<file path="src/rtl/srg_map.svh">
// register offsets, field positions, reset values and timing constants of the reference pulse generator
`ifndef SRG_MAP_SVH
`define SRG_MAP_SVH

`define SRG_OFF_CTRL      8'h00
`define SRG_OFF_REFCFG    8'h04
`define SRG_OFF_STATUS    8'h08
`define SRG_PAGE_CH       4'h1
`define SRG_PAGE_REF      4'h2

`define SRG_CTRL_BYPASS   0
`define SRG_CTRL_SOURCE   1
`define SRG_CTRL_MODE     2
`define SRG_CTRL_INSEL    3
`define SRG_CTRL_BIASTYPE 4
`define SRG_CTRL_RESTART  5
`define SRG_CTRL_RELEASE  8
`define SRG_CTRL_STOP     9

`define SRG_CFG_RATE_LSB  0
`define SRG_CFG_COUNT_LSB 8
`define SRG_CFG_SYNC_LSB  16
`define SRG_CFG_GDLY_LSB  22

`define SRG_REF_COARSE_LSB 0
`define SRG_REF_FINE_LSB   3
`define SRG_REF_BIAS       6
`define SRG_REF_MUX        7
`define SRG_REF_PS_LSB     8

`define SRG_RST_DELAY     8'h00
`define SRG_RST_DIV       8'h01
`define SRG_RST_RATE      8'h02
`define SRG_RST_COUNT     8'h01
`define SRG_RST_SYNC      6'h01
`define SRG_COARSE_TAPS   8
`define SRG_GDLY_STEP     2

`endif

</file>
<file path="src/rtl/srg_pkg.sv">
// types shared by the reference pulse generator
`default_nettype none
package srg_pkg;
  typedef enum logic [2:0] {
    SRG_IDLE  = 3'b000,
    SRG_ARMED = 3'b001,
    SRG_SYNC  = 3'b010,
    SRG_GDLY  = 3'b011,
    SRG_RUN   = 3'b100
  } srg_state_e;
  typedef logic [7:0] srg_byte_t;
endpackage
`default_nettype wire

</file>
<file path="src/rtl/srg_top.sv">
// reference pulse generator with clock channel and reference phase delay, apb register slave
`default_nettype none
`include "srg_map.svh"
module srg_top
  import srg_pkg::*;
#(
  parameter int NUM_CH  = 4,
  parameter int NUM_REF = 4
) (
  input  wire logic                 clk,
  input  wire logic                 rst_n,
  input  wire logic                 psel,
  input  wire logic                 penable,
  input  wire logic                 pwrite,
  input  wire logic [7:0]           paddr,
  input  wire logic [31:0]          pwdata,
  output logic      [31:0]          prdata,
  output logic                      pready,
  output logic                      pslverr,
  input  wire logic                 vco_tick,
  input  wire logic                 vcxo_tick,
  input  wire logic                 ext_trigger_pin,
  input  wire logic                 clk3_in,
  output logic                      clk3_to_pll_en,
  output logic      [NUM_CH-1:0]    channel_clock_out,
  output logic      [NUM_REF-1:0]   ref_pulse_out,
  output logic      [NUM_REF-1:0]   ref_out_enable,
  output logic      [NUM_REF-1:0]   ref_crosspoint_bias,
  output logic      [NUM_REF*3-1:0] ref_fine_code
);

  // divider value 0 behaves as 1 so that no counter ever stalls
  function automatic logic [7:0] ndiv(input logic [7:0] v);
    ndiv = (v == 8'h00) ? 8'h01 : v;
  endfunction

  // high phase length of a divided clock, the odd cycle goes to the high phase
  function automatic logic [7:0] hi_len(input logic [7:0] v);
    hi_len = ndiv(v) - (ndiv(v) >> 1);
  endfunction

  // nominal fine delay in picoseconds for readback; note the 10 ps step from 75 to 85
  function automatic logic [7:0] fine_ps(input logic [2:0] code);
    unique case (code)
      3'h0:    fine_ps = 8'h00;
      3'h1:    fine_ps = 8'h19;
      3'h2:    fine_ps = 8'h32;
      3'h3:    fine_ps = 8'h4B;
      3'h4:    fine_ps = 8'h55;
      3'h5:    fine_ps = 8'h6E;
      3'h6:    fine_ps = 8'h87;
      default: fine_ps = 8'hA0;
    endcase
  endfunction

  // ---------------- configuration registers ----------------
  logic            bypass_reg;
  logic            ref_gen_source_sel;
  logic            ref_pulse_mode_sel;
  logic            ext_trigger_input_sel;
  logic            bias_type_reg;
  logic [7:0]      ref_rate_divider;
  logic [7:0]      ref_pulse_count;
  logic [5:0]      sync_div_reg;
  logic [7:0]      gdly_reg;
  srg_byte_t       ch_div_reg   [NUM_CH];
  srg_byte_t       ch_phase_reg [NUM_CH];
  logic [2:0]      coarse_reg   [NUM_REF];
  logic [2:0]      fine_reg     [NUM_REF];
  logic            idle_bias_ctrl     [NUM_REF];
  logic            ref_output_mux_sel [NUM_REF];

  // ---------------- apb decode ----------------
  wire       setup_ph   = psel & ~penable;
  wire       wr_en      = psel & penable & pwrite & pready;
  wire [1:0] idx        = paddr[3:2];
  wire       hit_ctrl   = (paddr == `SRG_OFF_CTRL);
  wire       hit_cfg    = (paddr == `SRG_OFF_REFCFG);
  wire       hit_stat   = (paddr == `SRG_OFF_STATUS);
  wire       hit_ch     = (paddr[7:4] == `SRG_PAGE_CH) & (32'(idx) < NUM_CH);
  wire       hit_ref    = (paddr[7:4] == `SRG_PAGE_REF) & (32'(idx) < NUM_REF);
  wire       addr_hit   = hit_ctrl | hit_cfg | hit_stat | hit_ch | hit_ref;
  wire       release_wr = wr_en & hit_ctrl & pwdata[`SRG_CTRL_RELEASE];
  wire       stop_wr    = wr_en & hit_ctrl & pwdata[`SRG_CTRL_STOP];
  wire       restart_wr = wr_en & hit_ctrl & pwdata[`SRG_CTRL_RESTART];

  // configuration writes; everything delay related clears to zero
  always_ff @(posedge clk) begin
    if (!rst_n) begin
      bypass_reg            <= 1'b0;
      ref_gen_source_sel    <= 1'b0;
      ref_pulse_mode_sel    <= 1'b0;
      ext_trigger_input_sel <= 1'b0;
      bias_type_reg         <= 1'b0;
      ref_rate_divider      <= `SRG_RST_RATE;
      ref_pulse_count       <= `SRG_RST_COUNT;
      sync_div_reg          <= `SRG_RST_SYNC;
      gdly_reg              <= `SRG_RST_DELAY;
      for (int i = 0; i < NUM_CH; i++) begin
        ch_div_reg[i]   <= `SRG_RST_DIV;
        ch_phase_reg[i] <= `SRG_RST_DELAY;
      end
      for (int i = 0; i < NUM_REF; i++) begin
        coarse_reg[i]         <= 3'h0;
        fine_reg[i]           <= 3'h0;
        idle_bias_ctrl[i]     <= 1'b0;
        ref_output_mux_sel[i] <= 1'b0;
      end
    end else if (wr_en) begin
      if (hit_ctrl) begin
        bypass_reg            <= pwdata[`SRG_CTRL_BYPASS];
        ref_gen_source_sel    <= pwdata[`SRG_CTRL_SOURCE];
        ref_pulse_mode_sel    <= pwdata[`SRG_CTRL_MODE];
        ext_trigger_input_sel <= pwdata[`SRG_CTRL_INSEL];
        bias_type_reg         <= pwdata[`SRG_CTRL_BIASTYPE];
      end
      if (hit_cfg) begin
        ref_rate_divider <= pwdata[`SRG_CFG_RATE_LSB +: 8];
        ref_pulse_count  <= pwdata[`SRG_CFG_COUNT_LSB +: 8];
        sync_div_reg     <= pwdata[`SRG_CFG_SYNC_LSB +: 6];
        gdly_reg         <= pwdata[`SRG_CFG_GDLY_LSB +: 8];
      end
      if (hit_ch) begin
        ch_div_reg[idx]   <= pwdata[7:0];
        ch_phase_reg[idx] <= pwdata[15:8];
      end
      if (hit_ref) begin
        coarse_reg[idx]         <= pwdata[`SRG_REF_COARSE_LSB +: 3];
        fine_reg[idx]           <= pwdata[`SRG_REF_FINE_LSB +: 3];
        idle_bias_ctrl[idx]     <= pwdata[`SRG_REF_BIAS];
        ref_output_mux_sel[idx] <= pwdata[`SRG_REF_MUX];
      end
    end
  end

  // ---------------- delay unit and channel clocks ----------------
  // every delay and divider advances on one oscillator-period tick
  wire unit_tick = bypass_reg ? vcxo_tick : vco_tick;

  logic [7:0] ch_wait  [NUM_CH];
  logic [7:0] ch_cnt   [NUM_CH];
  logic       ch_run   [NUM_CH];
  logic [6:0] sync_cnt;

  // sync period is twice the sync divider, the common period of all channels
  wire [6:0] sync_last = {sync_div_reg, 1'b0} - 7'h01;
  wire       sync_zero = (sync_div_reg == 6'h00);
  wire       coinc     = unit_tick & (sync_cnt == 7'h00);
  // phase delay holds a channel off for ch_phase ticks after a restart, so a
  // delay of half the divider shifts it by half a period, which is its inverse
  always_ff @(posedge clk) begin
    if (!rst_n || restart_wr) begin
      for (int i = 0; i < NUM_CH; i++) begin
        ch_wait[i] <= restart_wr ? ch_phase_reg[i] : `SRG_RST_DELAY;
        ch_cnt[i]  <= 8'h00;
        ch_run[i]  <= 1'b0;
      end
    end else if (unit_tick) begin
      for (int i = 0; i < NUM_CH; i++) begin
        if (!ch_run[i]) begin
          if (ch_wait[i] == 8'h00) ch_run[i] <= 1'b1;
          else ch_wait[i] <= ch_wait[i] - 8'h01;
        end else if (ch_cnt[i] == ndiv(ch_div_reg[i]) - 8'h01) begin
          ch_cnt[i] <= 8'h00;
        end else begin
          ch_cnt[i] <= ch_cnt[i] + 8'h01;
        end
      end
    end
  end

  // sync counter restarts together with the channels so that its zero marks
  // the rising edges they all share
  always_ff @(posedge clk) begin
    if (!rst_n || restart_wr) begin
      sync_cnt <= 7'h00;
    end else if (unit_tick) begin
      if (sync_zero || sync_cnt == sync_last) sync_cnt <= 7'h00;
      else sync_cnt <= sync_cnt + 7'h01;
    end
  end

  logic [NUM_CH-1:0] ch_level;
  always_comb begin
    for (int i = 0; i < NUM_CH; i++) begin
      ch_level[i] = ch_run[i] & (ch_cnt[i] < hi_len(ch_div_reg[i]));
    end
  end

  // ---------------- external trigger ----------------
  logic trig_s1;
  logic trig_s2;
  logic trig_s3;
  wire  trig_raw  = ext_trigger_input_sel ? clk3_in : ext_trigger_pin;
  wire  trig_rise = trig_s2 & ~trig_s3;

  // two stage synchroniser, the edge detector compares the second stage with its delayed copy trig_s3
  always_ff @(posedge clk) begin
    if (!rst_n) begin
      trig_s1 <= 1'b0;
      trig_s2 <= 1'b0;
      trig_s3 <= 1'b0;
    end else begin
      trig_s1 <= trig_raw;
      trig_s2 <= trig_s1;
      trig_s3 <= trig_s2;
    end
  end

  // ---------------- event sequencer ----------------
  srg_state_e state_reg;
  srg_state_e state_next;
  logic [7:0] remain_reg;
  logic [7:0] rate_cnt;
  logic [8:0] gdly_cnt;

  wire rate_wrap  = unit_tick & (rate_cnt == ndiv(ref_rate_divider) - 8'h01);
  wire last_pulse = ~ref_pulse_mode_sel & (remain_reg == 8'h01);
  wire gdly_done  = unit_tick & (gdly_cnt == 9'h000);
  wire ref_raw    = (state_reg == SRG_RUN) & (rate_cnt < hi_len(ref_rate_divider));
  wire ref_active = (state_reg == SRG_RUN);

  // release arms; internal source goes straight on to the sync wait, the
  // external one waits for its trigger edge; a release while busy is ignored
  always_comb begin
    state_next = state_reg;
    unique case (state_reg)
      SRG_IDLE:
        if (release_wr) state_next = ref_gen_source_sel ? SRG_ARMED : SRG_SYNC;
      SRG_ARMED:
        if (trig_rise) state_next = SRG_SYNC;
      SRG_SYNC:
        if (coinc) state_next = SRG_GDLY;
      SRG_GDLY:
        if (gdly_done) state_next = SRG_RUN;
      SRG_RUN:
        if (rate_wrap && last_pulse) state_next = SRG_IDLE;
      default:
        state_next = SRG_IDLE;
    endcase
    if (stop_wr) state_next = SRG_IDLE;
  end

  always_ff @(posedge clk) begin
    if (!rst_n) state_reg <= SRG_IDLE;
    else state_reg <= state_next;
  end

  // pulse count is captured at release; zero is taken as one pulse
  always_ff @(posedge clk) begin
    if (!rst_n) begin
      remain_reg <= 8'h00;
    end else if (state_reg == SRG_IDLE && release_wr) begin
      remain_reg <= ndiv(ref_pulse_count);
    end else if (ref_active && rate_wrap && !ref_pulse_mode_sel) begin
      remain_reg <= remain_reg - 8'h01;
    end
  end

  // global delay counts two ticks per step from the coincident edge
  always_ff @(posedge clk) begin
    if (!rst_n) begin
      gdly_cnt <= 9'h000;
    end else if (state_reg == SRG_SYNC) begin
      gdly_cnt <= 9'({gdly_reg, 1'b0});
    end else if (state_reg == SRG_GDLY && unit_tick && gdly_cnt != 9'h000) begin
      gdly_cnt <= gdly_cnt - 9'h001;
    end
  end

  always_ff @(posedge clk) begin
    if (!rst_n || state_reg != SRG_RUN) begin
      rate_cnt <= 8'h00;
    end else if (rate_wrap) begin
      rate_cnt <= 8'h00;
    end else if (unit_tick) begin
      rate_cnt <= rate_cnt + 8'h01;
    end
  end

  // ---------------- per output coarse delay and output stage ----------------
  logic [`SRG_COARSE_TAPS-1:0] pulse_line [NUM_REF];
  logic [`SRG_COARSE_TAPS-1:0] act_line   [NUM_REF];

  // tap 0 is the signal registered on one tick; each further tap adds one oscillator period
  always_ff @(posedge clk) begin
    if (!rst_n) begin
      for (int r = 0; r < NUM_REF; r++) begin
        pulse_line[r] <= '0;
        act_line[r]   <= '0;
      end
    end else if (unit_tick) begin
      for (int r = 0; r < NUM_REF; r++) begin
        pulse_line[r] <= {pulse_line[r][`SRG_COARSE_TAPS-2:0], ref_raw};
        act_line[r]   <= {act_line[r][`SRG_COARSE_TAPS-2:0], ref_active};
      end
    end
  end

  logic [NUM_REF-1:0] tap_pulse;
  logic [NUM_REF-1:0] tap_act;
  always_comb begin
    for (int r = 0; r < NUM_REF; r++) begin
      tap_pulse[r] = pulse_line[r][coarse_reg[r]];
      tap_act[r]   = act_line[r][coarse_reg[r]];
    end
  end

  // all outputs are registered; a clock-mode reference output reuses its channel
  always_ff @(posedge clk) begin
    if (!rst_n) begin
      channel_clock_out   <= '0;
      ref_pulse_out       <= '0;
      ref_out_enable      <= '0;
      ref_crosspoint_bias <= '0;
      ref_fine_code       <= '0;
      clk3_to_pll_en      <= 1'b1;
    end else begin
      channel_clock_out <= ch_level;
      clk3_to_pll_en    <= ~ext_trigger_input_sel;
      for (int r = 0; r < NUM_REF; r++) begin
        if (ref_output_mux_sel[r]) begin
          ref_pulse_out[r]       <= tap_pulse[r] & tap_act[r];
          ref_out_enable[r]      <= tap_act[r];
          ref_crosspoint_bias[r] <= ~tap_act[r] & idle_bias_ctrl[r] & bias_type_reg;
        end else begin
          ref_pulse_out[r]       <= ch_level[r % NUM_CH];
          ref_out_enable[r]      <= 1'b1;
          ref_crosspoint_bias[r] <= 1'b0;
        end
        ref_fine_code[r*3 +: 3] <= fine_reg[r];
      end
    end
  end

  // ---------------- apb read and answer ----------------
  logic [31:0] rd_mux;
  always_comb begin
    rd_mux = 32'h0000_0000;
    if (hit_ctrl) begin
      rd_mux[`SRG_CTRL_BYPASS]   = bypass_reg;
      rd_mux[`SRG_CTRL_SOURCE]   = ref_gen_source_sel;
      rd_mux[`SRG_CTRL_MODE]     = ref_pulse_mode_sel;
      rd_mux[`SRG_CTRL_INSEL]    = ext_trigger_input_sel;
      rd_mux[`SRG_CTRL_BIASTYPE] = bias_type_reg;
    end
    if (hit_cfg) begin
      rd_mux = {2'b00, gdly_reg, sync_div_reg, ref_pulse_count, ref_rate_divider};
    end
    if (hit_stat) begin
      rd_mux = {16'h0000, remain_reg, 5'h00, state_reg};
    end
    if (hit_ch) begin
      rd_mux = {16'h0000, ch_phase_reg[idx], ch_div_reg[idx]};
    end
    if (hit_ref) begin
      rd_mux = {16'h0000, fine_ps(fine_reg[idx]), ref_output_mux_sel[idx],
                idle_bias_ctrl[idx], fine_reg[idx], coarse_reg[idx]};
    end
  end

  // zero wait state: ready rises in the access cycle after every setup cycle
  always_ff @(posedge clk) begin
    if (!rst_n) begin
      pready  <= 1'b0;
      pslverr <= 1'b0;
      prdata  <= 32'h0000_0000;
    end else begin
      pready  <= setup_ph;
      pslverr <= setup_ph & ~addr_hit;
      if (setup_ph) prdata <= (addr_hit && !pwrite) ? rd_mux : 32'h0000_0000;
    end
  end
endmodule
`default_nettype wire

</file>
<file path="config.mk">
export PLATFORM = sky130hd
export DESIGN_NAME = srg_top
export DESIGN_NICKNAME = d
export VERILOG_FILES = /design/src/rtl/srg_pkg.sv /design/src/rtl/srg_top.sv
export VERILOG_INCLUDE_DIRS = /design/src /design/src/rtl
export SDC_FILE = /design/constraint.sdc
export NUM_CORES = 1
export LEC_CHECK = 0
export BUFFER_PORTS_ARGS = -buffer_cell sky130_fd_sc_hd__buf_2
export CORE_MARGIN = 10
export CORE_UTILIZATION = 55
export DETAILED_ROUTE_END_ITERATION = 10
export GPL_ROUTABILITY_DRIVEN = 0
export HOLD_SLACK_MARGIN = 0.03
export PLACE_DENSITY_LB_ADDON = 0.12
export SLEW_MARGIN = 30
export SYNTH_ARGS = -nofsm -noshare
export SYNTH_HDL_FRONTEND = slang
export SYNTH_SLANG_ARGS = --single-unit
</file>
<file path="constraint.sdc">
create_clock -name clk -period 5.8 [get_ports clk]
set_input_delay 0.58 -clock clk [delete_from_list [all_inputs] [get_ports clk]]
set_output_delay 0.58 -clock clk [all_outputs]
set_load 0.05 [all_outputs]
</file>
# Word-level counts from Yosys, hierarchy flattened
# Memory sizes are Yosys's and may differ from the RTL's. A register that Yosys moved wholly into a read port is not among the register bits.
# Index checks and enable logic that the tools add are counted.
totals:
  input_bits: 49
  register_bits: 124
  n_memories: 11
  ramBits: 228
classes:
  mux: 191
  n_eq_ne: 27
  order_cmp: 9
  addsub: 23
  n_reduce_logical: 52
  bitwise_logic: 69
mem_list:
  columns: ["name", "words", "width", "read_ports", "rd_ports_with_merged_regs", "write_ports", "line_no", "text"]
  rows:
  - ["act_line", 4, 8, 4, 0, 4, "srg_top.sv:283", "logic [`SRG_COARSE_TAPS-1:0] act_line [NUM_REF];"]
  - ["ch_cnt", 4, 8, 4, 0, 4, "srg_top.sv:141", "logic [7:0] ch_cnt [NUM_CH];"]
  - ["ch_div_reg", 4, 8, 5, 0, 4, "srg_top.sv:66", "srg_byte_t ch_div_reg [NUM_CH];"]
  - ["ch_phase_reg", 4, 8, 5, 0, 4, "srg_top.sv:67", "srg_byte_t ch_phase_reg [NUM_CH];"]
  - ["ch_wait", 4, 8, 4, 0, 4, "srg_top.sv:140", "logic [7:0] ch_wait [NUM_CH];"]
  - ["pulse_line", 4, 8, 4, 0, 4, "srg_top.sv:282", "logic [`SRG_COARSE_TAPS-1:0] pulse_line [NUM_REF];"]
  - ["+5 memories", null, null, null, null, null, null, null]
ops:
  columns: ["operator", "n"]
  rows:
  - ["8-bit 2-to-1 mux", 34]
  - ["32-bit 2-to-1 mux", 4]
  - ["1-bit 2-to-1 mux", 124]
  - ["8-bit logical NOT", 11]
  - ["8-bit by 1-bit subtractor with 8-bit output, second input constant", 10]
  - ["8-bit one-hot mux with 7 select lines", 1]
  - ["8-bit by 1-bit adder with 8-bit output, second input constant", 5]
  - ["8-bit equality test", 5]
  - ["8-bit less-than comparator", 5]
  - ["8-bit by 7-bit subtractor with 8-bit output", 5]
  - ["1-bit bitwise AND", 31]
  - ["30-bit 2-to-1 mux", 1]
  - ["1-bit bitwise OR", 28]
  - ["1-bit binary-select mux with 3-bit select", 8]
  - ["3-bit 2-to-1 mux", 7]
  - ["9-bit 2-to-1 mux", 2]
  - ["3-bit by 4-bit less-than comparator with 1-bit output, second input constant", 4]
  - ["8-bit OR reduction", 2]
  - ["3-bit one-hot mux with 5 select lines", 1]
  - ["2-bit 2-to-1 mux", 7]
  - ["3-bit by 2-bit equality test with 1-bit output, second input constant", 4]
  - ["3-bit equality test, second input constant", 4]
  - ["2-bit AND reduction", 6]
  - ["1-bit inverter", 10]
  - ["other kinds (28)", 52]

# Logic depth before layout (Yosys ltp)
# An unclocked memory read counts as a cell.
depth:
  word_depth: 12
  depth_mapped: 20

# Worst setup path before layout
# OpenSTA, ideal clock, no wires.
synth_timing:
  path_type: "register to register"
  from: "reg ref_rate_divider[4]"
  to: "mem pulse_line[3][0] in the netlist's numbering, data pin"
  stages_incl_launch_ff: 18
  setup_slack_ns: 2.260
  n_path_buf: 0
  period_less_slack_ns: 3.540
  t_required_ns: 5.593
  arrival_time_ns: 3.333
  setup_time_ns: 0.207
  cell_sequence: "dfxtp_1 inv_1 ha_1 and4b_1 nand2b_1 nand2_1 ha_1 inv_1 ha_1 a21oi_1 xnor2_1 ha_1 a21o_1 a21o_1 a21o_1 a21o_1 a21o_1 a2111oi_0"
synth_rtl:
  columns: ["element", "line_no", "text"]
  rows:
  - ["from (decl)", "srg_top.sv:62", "logic [7:0] ref_rate_divider;"]
  - ["from (signal assigned)", "srg_top.sv:95", "ref_rate_divider <= `SRG_RST_RATE;"]
  - ["from (signal assigned)", "srg_top.sv:118", "ref_rate_divider <= pwdata[`SRG_CFG_RATE_LSB +: 8];"]
  - ["to (decl)", "srg_top.sv:282", null]

==> run metrics <==
result of the run complete, no violations; final worst slack 1.586 ns; classification of the worst-slack hold path input port to flip-flop; post-route clock skew 0.01248 ns; vias in the first global route 14240; Final Cycle Share 72.65%; GRT Total Usage 23.03%; number of cells produced by synthesis 1911; I/O Buffers 107; slowest CP cell sky130_fd_sc_hd__a31oi_1; Syn-to-layout area delta 11.58%; pin slew with the least headroom to its limit 0.9661 ns; Die Span Y 202.7 um; Overflow after GRT 0; summed instance area of the synthesized netlist 0.01835 sq mm; ports placed on the boundary 112; # nets final 2177; average size of a mapped cell 9.603 sq um; clock root buffer master sky130_fd_sc_hd__clkbuf_16; Setup Total Neg Slack 0 ns; total setup violations reported at the end of the flow 0; DRC marker count from the first detailed-route iteration 1232; row count 66; number of register bits inferred by synthesis 314; cell breakdown of the critical path inv_1 > ha_1 > nand4_1 > nand2_1 > ha_1 > inv_1 > ha_1 > a21oi_1 > nor2_1 > nor2_1 > o21ai_0 > a21oi_1 > o21bai_1 > xnor2_1 > ha_1 > or2_2 > a211oi_1 > a31oi_1 > a21oi_1; dominant cell type by count on the critical path sky130_fd_sc_hd__ha_1; CP required 6.18 ns; number of buffers created by CTS 36; number of filler instances in the final layout 2755; worst supply voltage drop on vdd 0.1964 mV; RSZ-0062 raised after global routing false; relative slew slack 35.53%; vias after detailed routing 14500; wirelength, routed 48.95 mm; first-pass detailed-route iteration total 7; worst slack at placement 1.686 ns; per-cell via count in the routed design 5.871; antenna violation net count after detailed routing 0; maximum clock frequency 237.3 MHz; number of H-tree levels 2; number of gates resized after CTS 0; fraction of registers with async set/reset 0%; distinct cell type count after synthesis 72; data arrival at the endpoint of the critical path 4.60 ns; maximum fanout along the worst path 10; clock transition at the registers of the reported paths 0.06 ns; number of setup buffers added after CTS 0; share of layout cells above drive strength 1 12.78%; number of buffers added to fix hold violations after cts 0; global-route wire length before repair 75.99 mm; standby leakage power 0.008251 uW; DRC 0; drt wl/cell 19.83 um; class of the most critical setup path flip-flop to flip-flop; clock network latency to the later pin of the worst-skew pair 0.53 ns; kind of start point of the critical path flip-flop; max-cap check violation count 0; largest buffer count on any clock path 3; sequential element share of the synthesized area 43.58%; core footprint 0.03270 sq mm; Die W 202.7 um; clock tree sinks 314; DPL Wire Length 36.12 mm; Critical Path End Type flip-flop; largest net degree at the start of global routing 63; FF-to-FF path depth 19; areal power density over the cells 258.9 mW/mm^2; worst stage delay on the critical path 0.68 ns; die area 0.04107 sq mm; count of synthesis-stage warnings from yosys 0; count of flip-flops with a built-in enable after synthesis 171; Period minus WS final 4.214 ns; final hold violation count 0; clock tree from TritonCTS done; initial antenna violation count 0; number of pins exceeding their max-slew limit in the final report 0; hold-critical path depth 3; initial standard-cell utilization of the core 56.12%; main flop type after synthesis sky130_fd_sc_hd__edfxtp_1
==> per-layer routing <==
layer / track usage (%) / vias to the layer above / wire length, um
met3: 4.808 / 94 / 3904
li1: - / 6945 / -
met2: 37.82 / 511 / 22930
met5: 0 / - / 0
met4: 8.660 / 0 / 1719
met1: 29.35 / 6945 / 20390
==> worst paths after layout <==
check                                 startpoint               end  slack, ns
worst min register to register         prdata[8]         prdata[8]       0.46
worst max-delay path            ch_div_reg[2][4]  ref_pulse_out[2]       1.59
worst min-delay path                  pwdata[27]       gdly_reg[5]       0.29
worst max register to register  ch_div_reg[2][4]  ref_pulse_out[2]       1.59
==> where the power goes <==
part | internal, uW | switching (uW)
clock network | 1270 | 924
registers | 2440 | 86.3
logic | 231 | 358
total | 3930 | 1370
==> placed cells by master (no fill, tap or decap), types with 23 or more instances in the layout <==
master,n
sky130_fd_sc_hd__dfxtp_1,143
sky130_fd_sc_hd__nand2_1,254
sky130_fd_sc_hd__nand3_1,45
sky130_fd_sc_hd__nor3_1,23
sky130_fd_sc_hd__edfxtp_1,171
sky130_fd_sc_hd__o21ai_0,78
sky130_fd_sc_hd__clkbuf_16,36
sky130_fd_sc_hd__xor2_1,69
sky130_fd_sc_hd__nor2_1,206
sky130_fd_sc_hd__xnor2_1,94
sky130_fd_sc_hd__a21oi_1,106
sky130_fd_sc_hd__a22oi_1,23
sky130_fd_sc_hd__inv_1,120
sky130_fd_sc_hd__and3_1,39
sky130_fd_sc_hd__mux4_2,40
sky130_fd_sc_hd__buf_2,107
sky130_fd_sc_hd__ha_1,128
==> stage by stage <==
stage               utilization [%]  total power, uW  std cells  hold slack [ns]  cell area (sq um)
floorplan                         -             2963       1912           0.3955              18360
global placement              59.02             3127       2404           0.4431              19300
detailed placement            59.09             3149       2404           0.4384              19320
CTS                           62.54             5317       2468           0.2703              20450
global route                  62.61             5487       2468           0.2871              20470
finish                        62.62             5301       2469           0.2894              20480
==> synthesized netlist by cell type (all sizes together) (4+ instances only) <==
library cell | instances | area [sq um]
a211oi | 10 | 75.07
a21boi | 6 | 45.05
a21o | 19 | 142.6
a21oi | 106 | 530.5
a222oi | 10 | 100.1
a22o | 5 | 43.79
a22oi | 23 | 172.7
a31oi | 6 | 37.54
a32oi | 11 | 96.34
and2 | 22 | 137.6
and3 | 39 | 244.0
buf | 13 | 66.31
clkbuf | 64 | 240.2
dfxtp | 143 | 2863
edfxtp | 171 | 5135
ha | 128 | 1602
inv | 120 | 450.4
mux2 | 4 | 45.04
mux2i | 18 | 180.2
mux4 | 40 | 900.9
nand2 | 255 | 957.2
nand2b | 23 | 143.9
nand3 | 45 | 225.2
nand3b | 5 | 37.54
nand4 | 13 | 81.33
nand4b | 5 | 58.80
nor2 | 209 | 787.0
nor2b | 11 | 68.82
nor3 | 26 | 145.1
nor4 | 16 | 112.6
nor4b | 6 | 58.80
o211ai | 8 | 60.06
o21a | 4 | 30.03
o21ai | 87 | 442.9
o21bai | 8 | 60.06
o311ai | 6 | 52.55
o31ai | 9 | 72.57
or2 | 9 | 56.30
or3 | 9 | 56.30
or4 | 8 | 60.06
xnor2 | 94 | 823.3
xor2 | 69 | 604.3
==> cells by family (layout without fill, tap and decap cells) <==
logic type                 Yosys count  after routing  share of synthesized area (%)
AOI/OAI and AO/OA                  335            335                          11.55
xor gates and xnor gates           163            163                          7.779
adders and majority gates          128            128                          8.727
buffers and inverters              198            312                          4.145
DFF                                314            314                          43.58
muxes                               62             62                          6.136
other                                1              3                        0.02043
and+or+nand+nor                    710            710                          18.06
==> worst max-delay path, delay by kind of cell (launching register included) <==
kind | cells | cell delay (ns)
buffers and inverters | 2 | 0.19
xor gates and xnor gates | 1 | 0.14
and+or+nand+nor | 5 | 0.70
adders and majority gates | 4 | 0.97
DFF | 1 | 0.55
AOI/OAI and AO/OA | 7 | 1.53
==> area by class of cell <==
type                    count  area, sq um  area share, %
clock inverters            19        173.9         0.8493
well taps                 442        553.0          2.701
repair buffers            127        685.7          3.348
multi-input cells        1400         9656          47.15
diodes                      1        2.502        0.01222
inverters                 121        454.2          2.218
clock buffers              45        954.7          4.662
flip-flops and latches    314         7998          39.06
No activity file was read; power rests on OpenSTA's default activity.
